[src/verilog/cbx_params.svh]
// Constants for the conditional branch execution block.
`ifndef CBX_PARAMS_SVH
`define CBX_PARAMS_SVH
`define CBX_OP_NO_OVF_HI 8'hE5
`define CBX_OP_NONZERO_HI 8'hE1
`define CBX_OP_NOT_NEG_HI 8'hE7
`define CBX_PC_W 21
`define CBX_WORD_STEP 2
`define CBX_PC_RESET 21'h00_0000
`define CBX_Q_LAST 2'h3
`endif

[src/verilog/cbx_pkg.sv]
// Types for the conditional branch execution block.
package cbx_pkg;
  typedef enum logic [1:0] {
    CBX_OP_NONE = 2'b00,
    CBX_OP_OVF = 2'b01,
    CBX_OP_ZERO = 2'b10,
    CBX_OP_NEG = 2'b11
  } cbx_op_e;
  typedef enum logic [1:0] {
    CBX_ST_EXEC = 2'b00,
    CBX_ST_FLUSH = 2'b01
  } cbx_state_e;
endpackage
[src/verilog/cbx_dec_if.sv]
// Interface carrying decode results from the decoder to the executor.
`timescale 1ns/1ps
interface cbx_dec_if;
  cbx_pkg::cbx_op_e op;
  logic cond_ok;
  logic signed [8:0] disp;
  modport dec (output op, output cond_ok, output disp);
  modport exe (input op, input cond_ok, input disp);
endinterface

[src/verilog/cbx_decode.sv]
// Opcode decoder and flag test for the conditional branches.
`timescale 1ns/1ps
`include "cbx_params.svh"
module cbx_decode (
  // Instruction and flags
  input wire logic [15:0] instr,
  input wire logic flag_ovf,
  input wire logic flag_zero,
  input wire logic flag_neg,
  // Decode result
  cbx_dec_if.dec dec
);
  always_comb begin
    dec.op = cbx_pkg::CBX_OP_NONE;
    dec.cond_ok = 1'b0;
    unique case (instr[15:8])
      `CBX_OP_NO_OVF_HI: begin
        dec.op = cbx_pkg::CBX_OP_OVF;
        dec.cond_ok = ~flag_ovf;
      end
      `CBX_OP_NONZERO_HI: begin
        dec.op = cbx_pkg::CBX_OP_ZERO;
        dec.cond_ok = ~flag_zero;
      end
      `CBX_OP_NOT_NEG_HI: begin
        dec.op = cbx_pkg::CBX_OP_NEG;
        dec.cond_ok = ~flag_neg;
      end
      default: begin
        dec.op = cbx_pkg::CBX_OP_NONE;
        dec.cond_ok = 1'b0;
      end
    endcase
  end
  // Signed offset doubled so the target lands on a word boundary.
  assign dec.disp = {instr[7:0], 1'b0};
endmodule

[src/verilog/cbx_exec.sv]
// Execution of the conditional relative branches on no overflow, nonzero and not negative.
`timescale 1ns/1ps
`include "cbx_params.svh"
module cbx_exec #(
  parameter int PC_W = `CBX_PC_W
) (
  // Clock and reset
  input wire logic mclk,
  input wire logic rst,
  // Instruction phase and fetched word
  input wire logic [1:0] qphase,
  input wire logic instr_valid,
  input wire logic [15:0] instr,
  input wire logic [PC_W-1:0] pc_inc,
  // Status flags, read only
  input wire logic flag_ovf,
  input wire logic flag_zero,
  input wire logic flag_neg,
  // Program counter load and pipeline control
  output logic pc_load,
  output logic [PC_W-1:0] pc_target,
  output logic flush,
  output logic branch_taken,
  output logic branch_done,
  output logic flags_we
);
  cbx_dec_if dec_bus ();
  cbx_pkg::cbx_state_e state_q;
  logic is_branch;
  logic take;
  logic last_phase;

  cbx_decode u_dec (
    .instr(instr),
    .flag_ovf(flag_ovf),
    .flag_zero(flag_zero),
    .flag_neg(flag_neg),
    .dec(dec_bus.dec)
  );

  function automatic logic [PC_W-1:0] rel_target(input logic [PC_W-1:0] base,
                                                 input logic signed [8:0] disp);
    logic signed [PC_W:0] sum;
    sum = $signed({1'b0, base}) + (PC_W+1)'(disp);
    rel_target = sum[PC_W-1:0];
  endfunction

  assign last_phase = (qphase == `CBX_Q_LAST);
  assign is_branch = instr_valid && (dec_bus.op != cbx_pkg::CBX_OP_NONE);
  assign take = is_branch && dec_bus.cond_ok && (state_q == cbx_pkg::CBX_ST_EXEC);

  // A taken branch spends its second cycle as a no-operation flush.
  always_ff @(posedge mclk or posedge rst) begin
    if (rst) begin
      state_q <= cbx_pkg::CBX_ST_EXEC;
    end else if (last_phase) begin
      unique case (state_q)
        cbx_pkg::CBX_ST_EXEC: begin
          if (take) begin
            state_q <= cbx_pkg::CBX_ST_FLUSH;
          end
        end
        cbx_pkg::CBX_ST_FLUSH: begin
          state_q <= cbx_pkg::CBX_ST_EXEC;
        end
        default: begin
          state_q <= cbx_pkg::CBX_ST_EXEC;
        end
      endcase
    end
  end

  // The program counter is written only in the last phase of a taken branch.
  always_ff @(posedge mclk or posedge rst) begin
    if (rst) begin
      pc_load <= 1'b0;
      pc_target <= PC_W'(`CBX_PC_RESET);
    end else begin
      pc_load <= take && last_phase;
      if (take && last_phase) begin
        // pc_inc already equals branch address plus one word step.
        pc_target <= rel_target(pc_inc, dec_bus.disp);
      end
    end
  end

  always_ff @(posedge mclk or posedge rst) begin
    if (rst) begin
      flush <= 1'b0;
      branch_taken <= 1'b0;
      branch_done <= 1'b0;
    end else begin
      flush <= (state_q == cbx_pkg::CBX_ST_FLUSH) && !(last_phase);
      branch_taken <= take && last_phase;
      branch_done <= last_phase && ((is_branch && !take && state_q == cbx_pkg::CBX_ST_EXEC)
                     || state_q == cbx_pkg::CBX_ST_FLUSH);
    end
  end

  // These branches never write status, taken or not.
  always_ff @(posedge mclk or posedge rst) begin
    if (rst) begin
      flags_we <= 1'b0;
    end else begin
      flags_we <= 1'b0;
    end
  end
endmodule

[config.mk]
export PLATFORM = sky130hd
export DESIGN_NAME = cbx_exec
export DESIGN_NICKNAME = d
export VERILOG_FILES = /design/src/verilog/cbx_pkg.sv /design/src/verilog/cbx_dec_if.sv /design/src/verilog/cbx_decode.sv /design/src/verilog/cbx_exec.sv
export VERILOG_INCLUDE_DIRS = /design/src /design/src/verilog
export SDC_FILE = /design/constraint.sdc
export NUM_CORES = 1
export LEC_CHECK = 0
export BUFFER_PORTS_ARGS = -buffer_cell sky130_fd_sc_hd__buf_2
export CAP_MARGIN = 20
export CORE_UTILIZATION = 50
export DETAILED_ROUTE_END_ITERATION = 6
export PLACE_DENSITY_LB_ADDON = 0.12
export SLEW_MARGIN = 10
export SYNTH_ARGS = -nofsm -noshare
export SYNTH_HDL_FRONTEND = slang
export SYNTH_SLANG_ARGS = --single-unit
export TNS_END_PERCENT = 1
[constraint.sdc]
create_clock -name mclk -period 3.1 [get_ports mclk]
set_input_delay 0.465 -clock mclk [delete_from_list [all_inputs] [get_ports mclk]]
set_output_delay 0.465 -clock mclk [all_outputs]
set_load 0.01 [all_outputs]
Yosys cells after proc, flatten, opt, wreduce, memory -nomap -nowiden --
Index checks and enable logic that the tools add are counted.
Word-level totals: input port bits 45, output and inout bits 26, word-level logic and storage cells 33, bits in registers 26
Cells by class: muxes and demuxes 4, add/subtract/negate cells 1, reduce and logical (&&, ||, !) cells 14, equal/unequal tests 6, bitwise gates (word level) 3
Operators by type and width (count):
- $eq A8 B8 Y1 const B | 3
- $add A21 B9 Y21 | 1
- $logic_and A1 B1 Y1 | 8
- $pmux W2 S3 | 1
- $mux W2 | 2
- $not A1 Y1 | 3
- $pmux W1 S3 | 1
- $eq A2 B1 Y1 const B | 1
- $eq A2 B2 Y1 const B | 1
- $logic_not A1 Y1 | 2
- $logic_not A2 Y1 | 1
- $ne A2 B2 Y1 const B | 1
- $reduce_and A2 Y1 | 1
- $reduce_bool A2 Y1 | 1
- $logic_or A1 B1 Y1 | 1

Depth between registers and ports, before layout --
Gate-level depths: netlist of the first run.
depth after elaboration 11, gate-level depth with buffers 9

Hierarchy --
From an unflattened synthesis of the first run, not the netlist that was laid out.
Second synthesis, totals: cells, all modules 257, area total of the unflattened synthesis 2174.6 um2
Modules (own cells, without submodules):
- cbx_exec | sequential area each 625.6 um2, area an instance 2042.0 um2, instances 1, cells an instance 237
- cbx_decode | sequential area each 0.0 um2, area an instance 132.6 um2, instances 1, cells an instance 20

Worst setup path after synthesis of the first run --
Ideal clock, no wire load.
path type input to register, start point input port instr[0], end point register pc_target[15], slack 587 ps, stages 9, buffers on the path 0, library setup time 83 ps, data arrival time 2430 ps, cell sequence ha_1 > fa_1 > a21o_1 > a21oi_1 > o21ai_0 > a41oi_1 > o311ai_0 > xnor2_1 > o21ai_0
Between the ends: cells in the longest elaborated chain, start to end 1
Ends and longest elaborated chain:
- start, declared | RTL line cbx_exec.sv:13 | input wire logic [15:0] instr,
- $add A21 B9 Y21 | RTL line cbx_exec.sv:44 | sum = $signed({1'b0, base}) + (PC_W+1)'(disp);
- end signal, assigned | RTL line cbx_exec.sv:77 | pc_target <= PC_W'(`CBX_PC_RESET);
- end signal, assigned | RTL line cbx_exec.sv:82 | pc_target <= rel_target(pc_inc, dec_bus.disp);
- end, declared | RTL line cbx_exec.sv:21 | output logic [PC_W-1:0] pc_target,
Every way passes these cells. A chain may end at the register's enable or synchronous reset.

Final worst setup path of the first run --
Ends and elaborated chain as after synthesis.

==> metrics.md, run 1 <==
| Metric | Value |
|---|---|
| Asr flop ratio synth | between 90% and 100% |
| Int Pwr | 0.000483 W |
| Vias in the first global route | 1,418 |
| CTS tree | yes |
| Synth area leader | dfrtp_1 |
| Maximum fanout along the worst path | 5 |
| Sequential fraction of the synthesis area | around 34% |
| Area of the core | 3420 um2 |
| Unique cell type count in the Yosys netlist | 43 |
| Critical Path End Type | flop |
| R2R depth | 2 |
| Dpl hpwl | between 2000 and 3000 um |
| Gate power share | a little under a third |
| Top post-synthesis cells by count | nand2_1 (29), dfrtp_1 (25), o21ai_0 (25), ha_1 (19), a21oi_1 (14) |
| Fin crit share | 81.0% |
| Max incr delay on CP | around 0.47 ns |
| First-pass GRT wire length | 6220 um |
| Synth Area in XOR/XNOR | 8.67% |
| Critical-path cell list | buf_2 > ha_1 > fa_1 > a21o_1 > a21oi_1 > o21ai_0 > a41oi_1 > o311ai_0 > xnor2_1 > o21ai_0 |
| Final hold violation count | 0 |
| CP most frequent cell | o21ai_0 |
| Clk root buf | clkbuf_4 |
| Part of the power in the clock network | between 20% and 30% |
| HP Class | in -> async |
| N_diodes | 0 |
| Main area contributors after synthesis | dfrtp_1 (34%), ha_1 (13%), o21ai_0 (6.9%) |
| Post-CTS Setup Repair Bufs | 0 |
| VDD IR-drop max | between 0.1 and 0.15 mV |
| Share of cells above drive strength 1 | 30.7% |
| Final Cell Area | 2210 um2 |
| Met3 usage | 4.04% |
| Mapped Cells | 200 |
| Synth Area in Simple Gates | 13.3% |
| Drt pass-1 iters | 4 |
| Cell Pwr Density | between 300 and 400 nW/um2 |
| CTS-repair resized insts | 0 |
| Worst-margin pin slew | 0.952 ns |
| Final Net Count | 333 |
| GRT overflow | 0 |
| Layout fillers | 308 |
| Delay-heaviest family, CP | compound AO/OA/AOI/OAI gates |
| Slew margin rel. | a little over a third |
| # IOs | 71 |
| P_sw | 0.000221 W |
| Antenna violations before repair | 0 |
| DRC viols | 0 |
| R2r startpoint | state_q[0] |
| Crit path DAT | roughly 2.8 ns |
| Die H | 62.3 um |
| Row count | 21 |
| Clk buf depth | 2 |
| Count leader, synth | nand2_1 |
| Met1 Use GR | about a quarter |
| Post-synthesis compound-gate area fraction | 20.8% |
| GR peak layer | met2 |
| Area share of the largest cell type after synthesis | ~34% |
| Met2 Use GR | approximately a third |
| Worst EP required | about 3.4 ns |
| IO buf count | 69 |
| Clock skew | 0.00398 ns |
| Post-CTS Hold Buffers | 0 |
| Sequential share of power | between 40% and 50% |
| Syn nets | 265 |
| Synth Register Bits | 25 |
| Fin crit period | between 2 and 3 ns |
| Buf/Inv on CP | 1 |
| Max-cap violations | 0 |
| Setup crit start kind | input port |
| Main synth FF type | dfrtp_1 |
| DRT iter0 DRCs | between 50 and 60 |
| Via density per instance | 5.19 |
| Total CTS buffers | 3 |
| Post-synth EDFFs | 0 |
| Mux share of post-synthesis cell area | 3.09% |
| Largest net degree at the start of global routing | 41 |
| Crit Path Category | in -> reg |
| Synth Cell Area | 1820 um2 |
| Largest family of logic cells by synthesized area | compound AO/OA/AOI/OAI gates |
| Setup tns final | 0 ns |
| Die area | 3880 um2 |
| CTS Sinks | 25 |
| Area growth from synthesis to layout | 21.5% |
| Flop2flop setup slack | 1.46 ns |
| Die W | 62.3 um |
| PnR Total Power | 0.000703 W |
| F_max | between 300 and 400 MHz |
| Via count | ~1,600 |
| Hold Slack | ~0.34 ns |
| Initial core utilization | between 50 and 60% |
| RSZ-0062 raised after global routing | false |
| Post-route ant nets | 0 |
| Worst skew pair latency | 0.31 ns |
| Leak pwr | roughly 1.2 nW |
| Final Slew Violations | 0 |
| Status | completed |
| Clk slew on worst S/H paths | 0.15 ns |
| Routed WL | 3730 um |
| Placed inst area | 2180 um2 |
| Post-Synth Adder-Cell Area | 14.2% |
| Ys Warns | 0 |
| # setup viols final | 0 |
| Slowest CP cell | a41oi_1 |
| H-tree depth | 1 |
| GRT Resource Usage Total | 20.1% |
| Final estimated routing congestion in global placement | 0.827 |
| Mean post-synth cell area | 9.10 um2 |
| Reg2reg end | pc_target[1] |
| Sw frac | a little under a third |
| Average wire per cell in the routed design | 11.9 um |
## stage by stage
stage	setup WS (ns)	instances	util (%)
finish	0.589	313	64.7
detailed placement	0.263	309	63.8
global placement	0.293	309	63.8
global route	0.395	313	64.7
floorplan	0.587	200	-
CTS	0.600	313	64.7
## metal layers
layer / routed length [um] / vias up
li1: - / 846
met4: 27 / 0
met5: 0 / -
met2: 1700 / 56
met1: 1810 / 722
met3: 197 / 2
## final cells by class
class	instances	area (um2)	share of cell area [%]
Tap cell	46	57.6	2.60
Multi-Input combinational cell	155	1090	49.5
Inverter	13	48.8	2.21
Clock inverter	1	7.51	0.340
Clock buffer	3	22.5	1.02
Timing Repair Buffer	70	353	16.0
Sequential cell	25	626	28.3
## power by group through the flow
stage	clock network (W)	logic (W)	registers, W
after CTS	0.000159	0.000223	0.000331
after detailed placement	0	0.000221	0.000337
final	0.000150	0.000222	0.000331
after global placement	0	0.000220	0.000337
after global routing	0.000175	0.000250	0.000331
after floorplan	0	0.000154	0.000338
## kinds of logic after synthesis
logic type      after synthesis
compound gates               61
xor+xnor                     18
fa+ha+maj                    20
buf+inv                      20
flops                        25
mux                           4
other cells                   1
simple gates                 51
## sequential cells by signal, summed over array words and instances, names as in the netlist
| register | count |
|---|---|
| pc_target | 21 |
| flush | 1 |
| branch_done | 1 |
| state_q | 1 |
| branch_taken | 1 |
## worst max path at each step
stage,start,end,slack [ns],depth (start not counted)
5_1_grt,instr[0],pc_target[15],0.40,10
2_1_floorplan,instr[0],pc_target[15],0.59,9
6_report,instr[0],pc_target[15],0.59,10
4_1_cts,instr[0],pc_target[15],0.60,10
3_3_place_gp,instr[0],pc_target[15],0.29,10
3_5_place_dp,instr[0],pc_target[15],0.26,10
## placed cells by master, fill, tap and decap left out, types with 2 or more instances in the layout
cell type	Yosys	layout
mux2_4	3	3
dfrtp_1	25	25
or4_1	2	2
a21o_1	5	5
o21ai_0	25	25
nand2b_1	4	4
o41ai_1	2	2
o21bai_1	2	2
nand3_1	3	3
nand4_1	2	2
o21a_1	2	2
nor2_1	4	4
buf_2	1	69
clkbuf_4	0	3
xor2_1	7	7
ha_1	19	19
a21oi_1	14	14
inv_1	12	12
o221ai_1	2	2
xnor2_1	11	11
nand2_1	29	29
No activity file was read; power rests on OpenSTA's default activity.
==> inputs of run 2 (changes only) <==
--- a/config.mk
+++ b/config.mk
@@ -8,7 +8,7 @@
 export LEC_CHECK = 0
 export BUFFER_PORTS_ARGS = -buffer_cell sky130_fd_sc_hd__buf_2
 export CAP_MARGIN = 20
-export CORE_UTILIZATION = 50
+export CORE_UTILIZATION = 49
 export DETAILED_ROUTE_END_ITERATION = 6
 export PLACE_DENSITY_LB_ADDON = 0.12
 export SLEW_MARGIN = 10
==> constraint.sdc (replaced) <==
create_clock -name mclk -period 2.6 [get_ports mclk]
set_input_delay 0.39 -clock mclk [delete_from_list [all_inputs] [get_ports mclk]]
set_output_delay 0.39 -clock mclk [all_outputs]
set_load 0.01 [all_outputs]
==> run 2 against run 1 <==
Compared with the run above: final area rose by 3.7%; count of clock-buffer cells in the layout unchanged; via count increased by 1.5%; die area increased by 2.0%; hold slack lost 0.29 ns.
==> metrics.md, run 2 (same netlist as run 1, synthesis figures left out) <==
| Metric | Value |
|---|---|
| Vias in the first global route | 1,586 |
| Most frequent cells in the layout | buf_2 (69), nand2_1 (29), o21ai_0 (25), dfrtp_1 (25), ha_1 (19) |
| Final Slew Violations | 0 |
| Final Net Count | 339 |
| CTS tree | yes |
| Worst skew pair latency | 0.26 ns |
| Cell Pwr Density | 395 nW/um2 |
| Sw frac | 29.6% |
| Average wire per cell in the routed design | 12.4 um |
| Clock skew | roughly 0.0021 ns |
| Area of the core | 3440 um2 |
| Largest net degree at the start of global routing | 41 |
| Leak pwr | 1.25 nW |
| Max-cap violations | 0 |
| Clk root buf | clkbuf_8 |
| Seq. cell area | ~630 um2 |
| R2r startpoint | state_q[0] |
| Critical-path cell list | buf_2 > ha_1 > fa_1 > a21o_1 > a21oi_1 > o21ai_0 > a41oi_1 > buf_4 > o311ai_0 > xnor2_1 > o21ai_0 |
| Number of flip-flops in the largest register | 21 |
| IO buf count | 69 |
| Area occupied by multi-input gates | between 1000 and 1500 um2 |
| Dpl hpwl | 3200 um |
| Fin crit share | 89.2% |
| P_sw | roughly 0.00027 W |
| Crit Path Category | in -> reg |
| Worst-margin pin slew | 0.610 ns |
| Share of cells above drive strength 1 | 32.2% |
| Initial core utilization | 52.9% |
| Maximum fanout along the worst path | 5 |
| Layout fillers | 321 |
| Flop2flop setup slack | 0.96 ns |
| Final Cell Area | 2290 um2 |
| N_diodes | 0 |
| Max incr delay on CP | 0.40 ns |
| CTS-repair resized insts | 0 |
| Critical Path Source | instr[0] |
| Worst EP required | around 2.7 ns |
| Delay-heaviest family, CP | compound AO/OA/AOI/OAI gates |
| GRT overflow | 0 |
| Most common cell after layout, fill and taps aside | buf_2 |
| VDD IR-drop max | 0.229 mV |
| Area growth from synthesis to layout | 25.9% |
| Status | completed |
| Crit path to | pc_target[15] |
| Row count | 21 |
| Reg2reg end | pc_target[20] |
| R2R depth | 4 |
| Int Pwr | 0.000637 W |
| Die area | 3960 um2 |
| Final estimated routing congestion in global placement | 0.879 |
| H-tree depth | 1 |
| Drt pass-1 iters | 4 |
| Antenna violations before repair | 0 |
| Via density per instance | 5.17 |
| Gate power share | a little under a third |
| DRC viols | 0 |
| Crit path DAT | about 2.5 ns |
| Via count | 1,650 |
| CTS Sinks | 25 |
| Post-CTS Hold Buffers | 0 |
| Part of the power in the clock network | 25.2% |
| Largest Register | pc_target |
| Buf/Inv on CP | 2 |
| Die W | 62.9 um |
| # IOs | just over 70 |
| Placed inst area | 2220 um2 |
| # setup viols final | 0 |
| Total CTS buffers | 3 |
| Clk slew on worst S/H paths | 0.09 ns |
| Critical Path End Type | flop |
| Final hold violation count | 0 |
| GRT Resource Usage Total | 21.3% |
| Slowest CP cell | fa_1 |
| Die H | 62.9 um |
| Post-route ant nets | 0 |
| Clk buf depth | 2 |
| Final Util | 66.6% |
| CP most frequent cell | o21ai_0 |
| Fin crit period | 2.32 ns |
| Slew margin rel. | 58.8% |
| F_max | between 400 and 500 MHz |
| First-pass GRT wire length | a little under 7000 um |
| Routed WL | just under 4000 um |
| Sequential share of power | a little over two fifths |
| HP Class | in -> async |
| Setup tns final | 0 ns |
| Post-CTS Setup Repair Bufs | 0 |
| Worst path depth | 11 |
| RSZ-0062 raised after global routing | false |
| Setup crit start kind | input port |
| DRT iter0 DRCs | 55 |
run 2: cell types whose count changed in the layout (fill, tap and decap cells not counted), sizes merged:
cell,change
clkinv,+1
buf,+6
clkinvlp,-1
run 2: worst min-delay path by stage:
| stage | start | end | slack, ns |
|---|---|---|---|
| final | rst | pc_target[20] | 0.05 |
| after floorplan | rst | branch_done | 0.42 |
| after global placement | pc_target[16] | pc_target[16] | 0.46 |
| after detailed placement | pc_target[10] | pc_target[10] | 0.47 |
| after global routing | rst | pc_target[16] | 0.04 |
| after CTS | rst | flush | 0.36 |
run 2: final cells by class:
| type | count | area share [%] |
|---|---|---|
| clock inverter | 1 | 0.218 |
| tap | 46 | 2.51 |
| inverter | 13 | 2.13 |
| clock buffer | 3 | 1.80 |
| multi-input combinational | 155 | 47.8 |
| sequential | 25 | 27.3 |
| timing repair buffer | 76 | 18.2 |
run 2: per-stage QoR:
step	hold WS, ns	power (W)	worst slack [ns]	std cells
after floorplan	0.417	0.000587	0.162	200
after global placement	0.458	0.000675	0.0754	314
after detailed placement	0.468	0.000679	0.0197	314
after CTS	0.356	0.000907	0.295	318
after global routing	0.0377	0.000973	0.124	319
final	0.0483	0.000905	0.280	319
run 2: metal layers:
layer / part of all wire [%] / vias to the layer above / GRT usage (%)
met4: 0.68 / 0 / 4.36
li1: - / 849 / -
met2: 50 / 40 / 39.0
met5: 0 / - / 0
met3: 3.5 / 2 / 3.65
met1: 45 / 759 / 25.7
run 2: power groups by stage:
stage | Sequential (W) | Combinational [W] | Clock [W]
6_report | 0.000394 | 0.000284 | 0.000228
4_1_cts | 0.000394 | 0.000278 | 0.000235
5_1_grt | 0.000394 | 0.000320 | 0.000259
2_1_floorplan | 0.000403 | 0.000184 | 0
3_5_place_dp | 0.000402 | 0.000277 | 0
3_3_place_gp | 0.000402 | 0.000273 | 0
==> inputs of run 3 (changes only) <==
--- a/config.mk
+++ b/config.mk
@@ -11,6 +11,7 @@
 export CORE_UTILIZATION = 49
 export DETAILED_ROUTE_END_ITERATION = 6
 export PLACE_DENSITY_LB_ADDON = 0.12
+export SETUP_SLACK_MARGIN = 0.3
 export SLEW_MARGIN = 10
 export SYNTH_ARGS = -nofsm -noshare
 export SYNTH_HDL_FRONTEND = slang
==> run 3 against run 2 <==
Compared with the run above: critical path depth unchanged; global-route usage decreased by 1.6 points; via count increased by 1.3%; utilization is 0.58 points lower; sequential cell count did not move; hold slack gained 0.11 ns; register-to-register slack about the same; setup slack gained 0.096 ns; critical path type unchanged; largest cell class unchanged; highest routed layer unchanged.
==> metrics.md, run 3 (same netlist as run 1, synthesis figures left out) <==
| Metric | Value |
|---|---|
| Status | completed |
| RSZ-0062 raised after global routing | true |
| Crit path DAT | 2.36 ns |
| Final Net Count | 337 |
| Final hold violation count | 0 |
| Max incr delay on CP | just over 0.4 ns |
| Average wire per cell in the routed design | 11.9 um |
| Fin crit period | ~2.2 ns |
| Clk slew on worst S/H paths | approximately 0.09 ns |
| # setup viols final | 0 |
| Via density per instance | 5.27 |
| Clock skew | 0.00774 ns |
| HP Class | in -> async |
| VDD IR-drop max | 0.228 mV |
| Setup crit start kind | input port |
| Worst-margin pin slew | 0.505 ns |
| Routed WL | 3760 um |
| First-pass GRT wire length | 6270 um |
| DRC viols | 0 |
| Final estimated routing congestion in global placement | 0.839 |
| Die area | 3960 um2 |
| Dpl hpwl | about 3000 um |
| Final Slew Violations | 0 |
| Max-cap violations | 0 |
| Area growth from synthesis to layout | 24.8% |
| Cell Pwr Density | 395 nW/um2 |
| Slew margin rel. | 65.9% |
| IO buf count | 69 |
| Drt pass-1 iters | 4 |
| Largest net degree at the start of global routing | 41 |
| Worst skew pair latency | 0.27 ns |
| Delay-heaviest family, CP | compound AO/OA/AOI/OAI gates |
| Slowest CP cell | fa_1 |
| Pre-CTS WS | 0.0195 ns |
| Clk root buf | clkbuf_8 |
| GRT overflow | 0 |
| N_diodes | 0 |
| GRT Resource Usage Total | between 10% and 20% |
| Buf/Inv on CP | 2 |
| Clk buf depth | 2 |
| CTS tree | yes |
| Largest Register | pc_target |
| Antenna violations before repair | 0 |
| DRT iter0 DRCs | 62 |
| Most frequent cells in the layout | buf_2 (69), nand2_1 (29), dfrtp_1 (25) |
| # IOs | 71 |
| Post-route setup slack | 0.376 ns |
| Row count | 21 |
| Number of flip-flops in the largest register | 21 |
| Worst EP required | between 2 and 3 ns |
| Maximum fanout along the worst path | 4 |
| Share of cells above drive strength 1 | between 30% and 40% |
| Critical Path End Type | flop |
| Crit Path Category | in -> reg |
| Vias in the first global route | 1,500 |
| Leak pwr | 1.23 nW |
| Die H | 62.9 um |
| Critical-path cell list | buf_2 > ha_1 > fa_1 > a21o_1 > a21oi_1 > o21ai_1 > a41oi_2 > buf_4 > o41ai_1 > xnor2_1 > o21ai_0 |
| Fin crit share | 85.5% |
| Die W | 62.9 um |
| F_max | 450 MHz |
| Post-route ant nets | 0 |
| H-tree depth | 1 |
| Setup tns final | 0 ns |
| Initial core utilization | 52.9% |
| Area of the core | between 3000 and 4000 um2 |
| Total CTS buffers | 3 |
| Via count | between 1,500 and 2,000 |
| Most common cell after layout, fill and taps aside | buf_2 |
| CTS Sinks | 25 |
==> run 3: worst reg2reg max path, stage by stage (launching register included) <==
cell,delay (ns)
dfrtp_1,0.39
or4_4,0.75
mux2_4,0.38
==> run 3: routing by layer <==
layer | wire length, um | vias to the layer above | track usage (%)
li1 | - | 845 | -
met3 | 138 | 4 | 1.64
met4 | 53 | 0 | 6.98
met5 | 0 | - | 0
met1 | 1740 | 772 | 25.2
met2 | 1830 | 50 | 34.4
==> run 3: final timing paths <==
kind | start | end | slack [ns] | depth (start not counted)
setup / recovery | instr[0] | pc_target[17] | 0.38 | 11
hold / removal | rst | pc_target[13] | 0.16 | 3
setup reg to reg | state_q[0] | pc_target[2] | 0.97 | 2
hold reg to reg | pc_target[19] | pc_target[19] | 0.48 | 2
max in group asynchronous | rst | state_q[0] | 2.21 | 3
min in group mclk | pc_inc[0] | pc_target[0] | 0.38 | 2
==> run 3: layout make-up <==
type,instances,area [um2]
Fill cell,318,1170
Multi-Input combinational cell,155,1110
Sequential cell,25,626
Timing Repair Buffer,74,383
Tap cell,46,57.6
Inverter,13,48.8
Clock buffer,4,45.0
==> run 3: power by group <==
part / internal (W) / switching, W
combinational: 0.000133 / 0.000147
sequential: 0.000392 / 0.00000182
clock: 0.000109 / 0.000115
total: 0.000635 / 0.000263
==> run 3: metrics by stage <==
step           power [W]  hold WS (ns)  utilization (%)  instance area [um2]  std cells
2_1_floorplan   0.000590         0.417                -                 1830        200
3_3_place_gp    0.000671         0.457             64.2                 2210        312
3_5_place_dp    0.000674         0.450             64.2                 2210        312
4_1_cts         0.000900         0.166             65.7                 2260        317
5_1_grt         0.000956         0.188             66.0                 2270        317
6_report        0.000898         0.157             66.0                 2270        317
==> run 3: what timing repair did <==
| item | CTS | global route |
|---|---|---|
| pin swaps | 1 | 0 |
| hold buffers | 0 | 0 |
| setup endpoints to repair | 1 | 7 |
| cloned | 0 | 0 |
| buffers inserted | 1 | 0 |
| resized for setup | 0 | 3 |
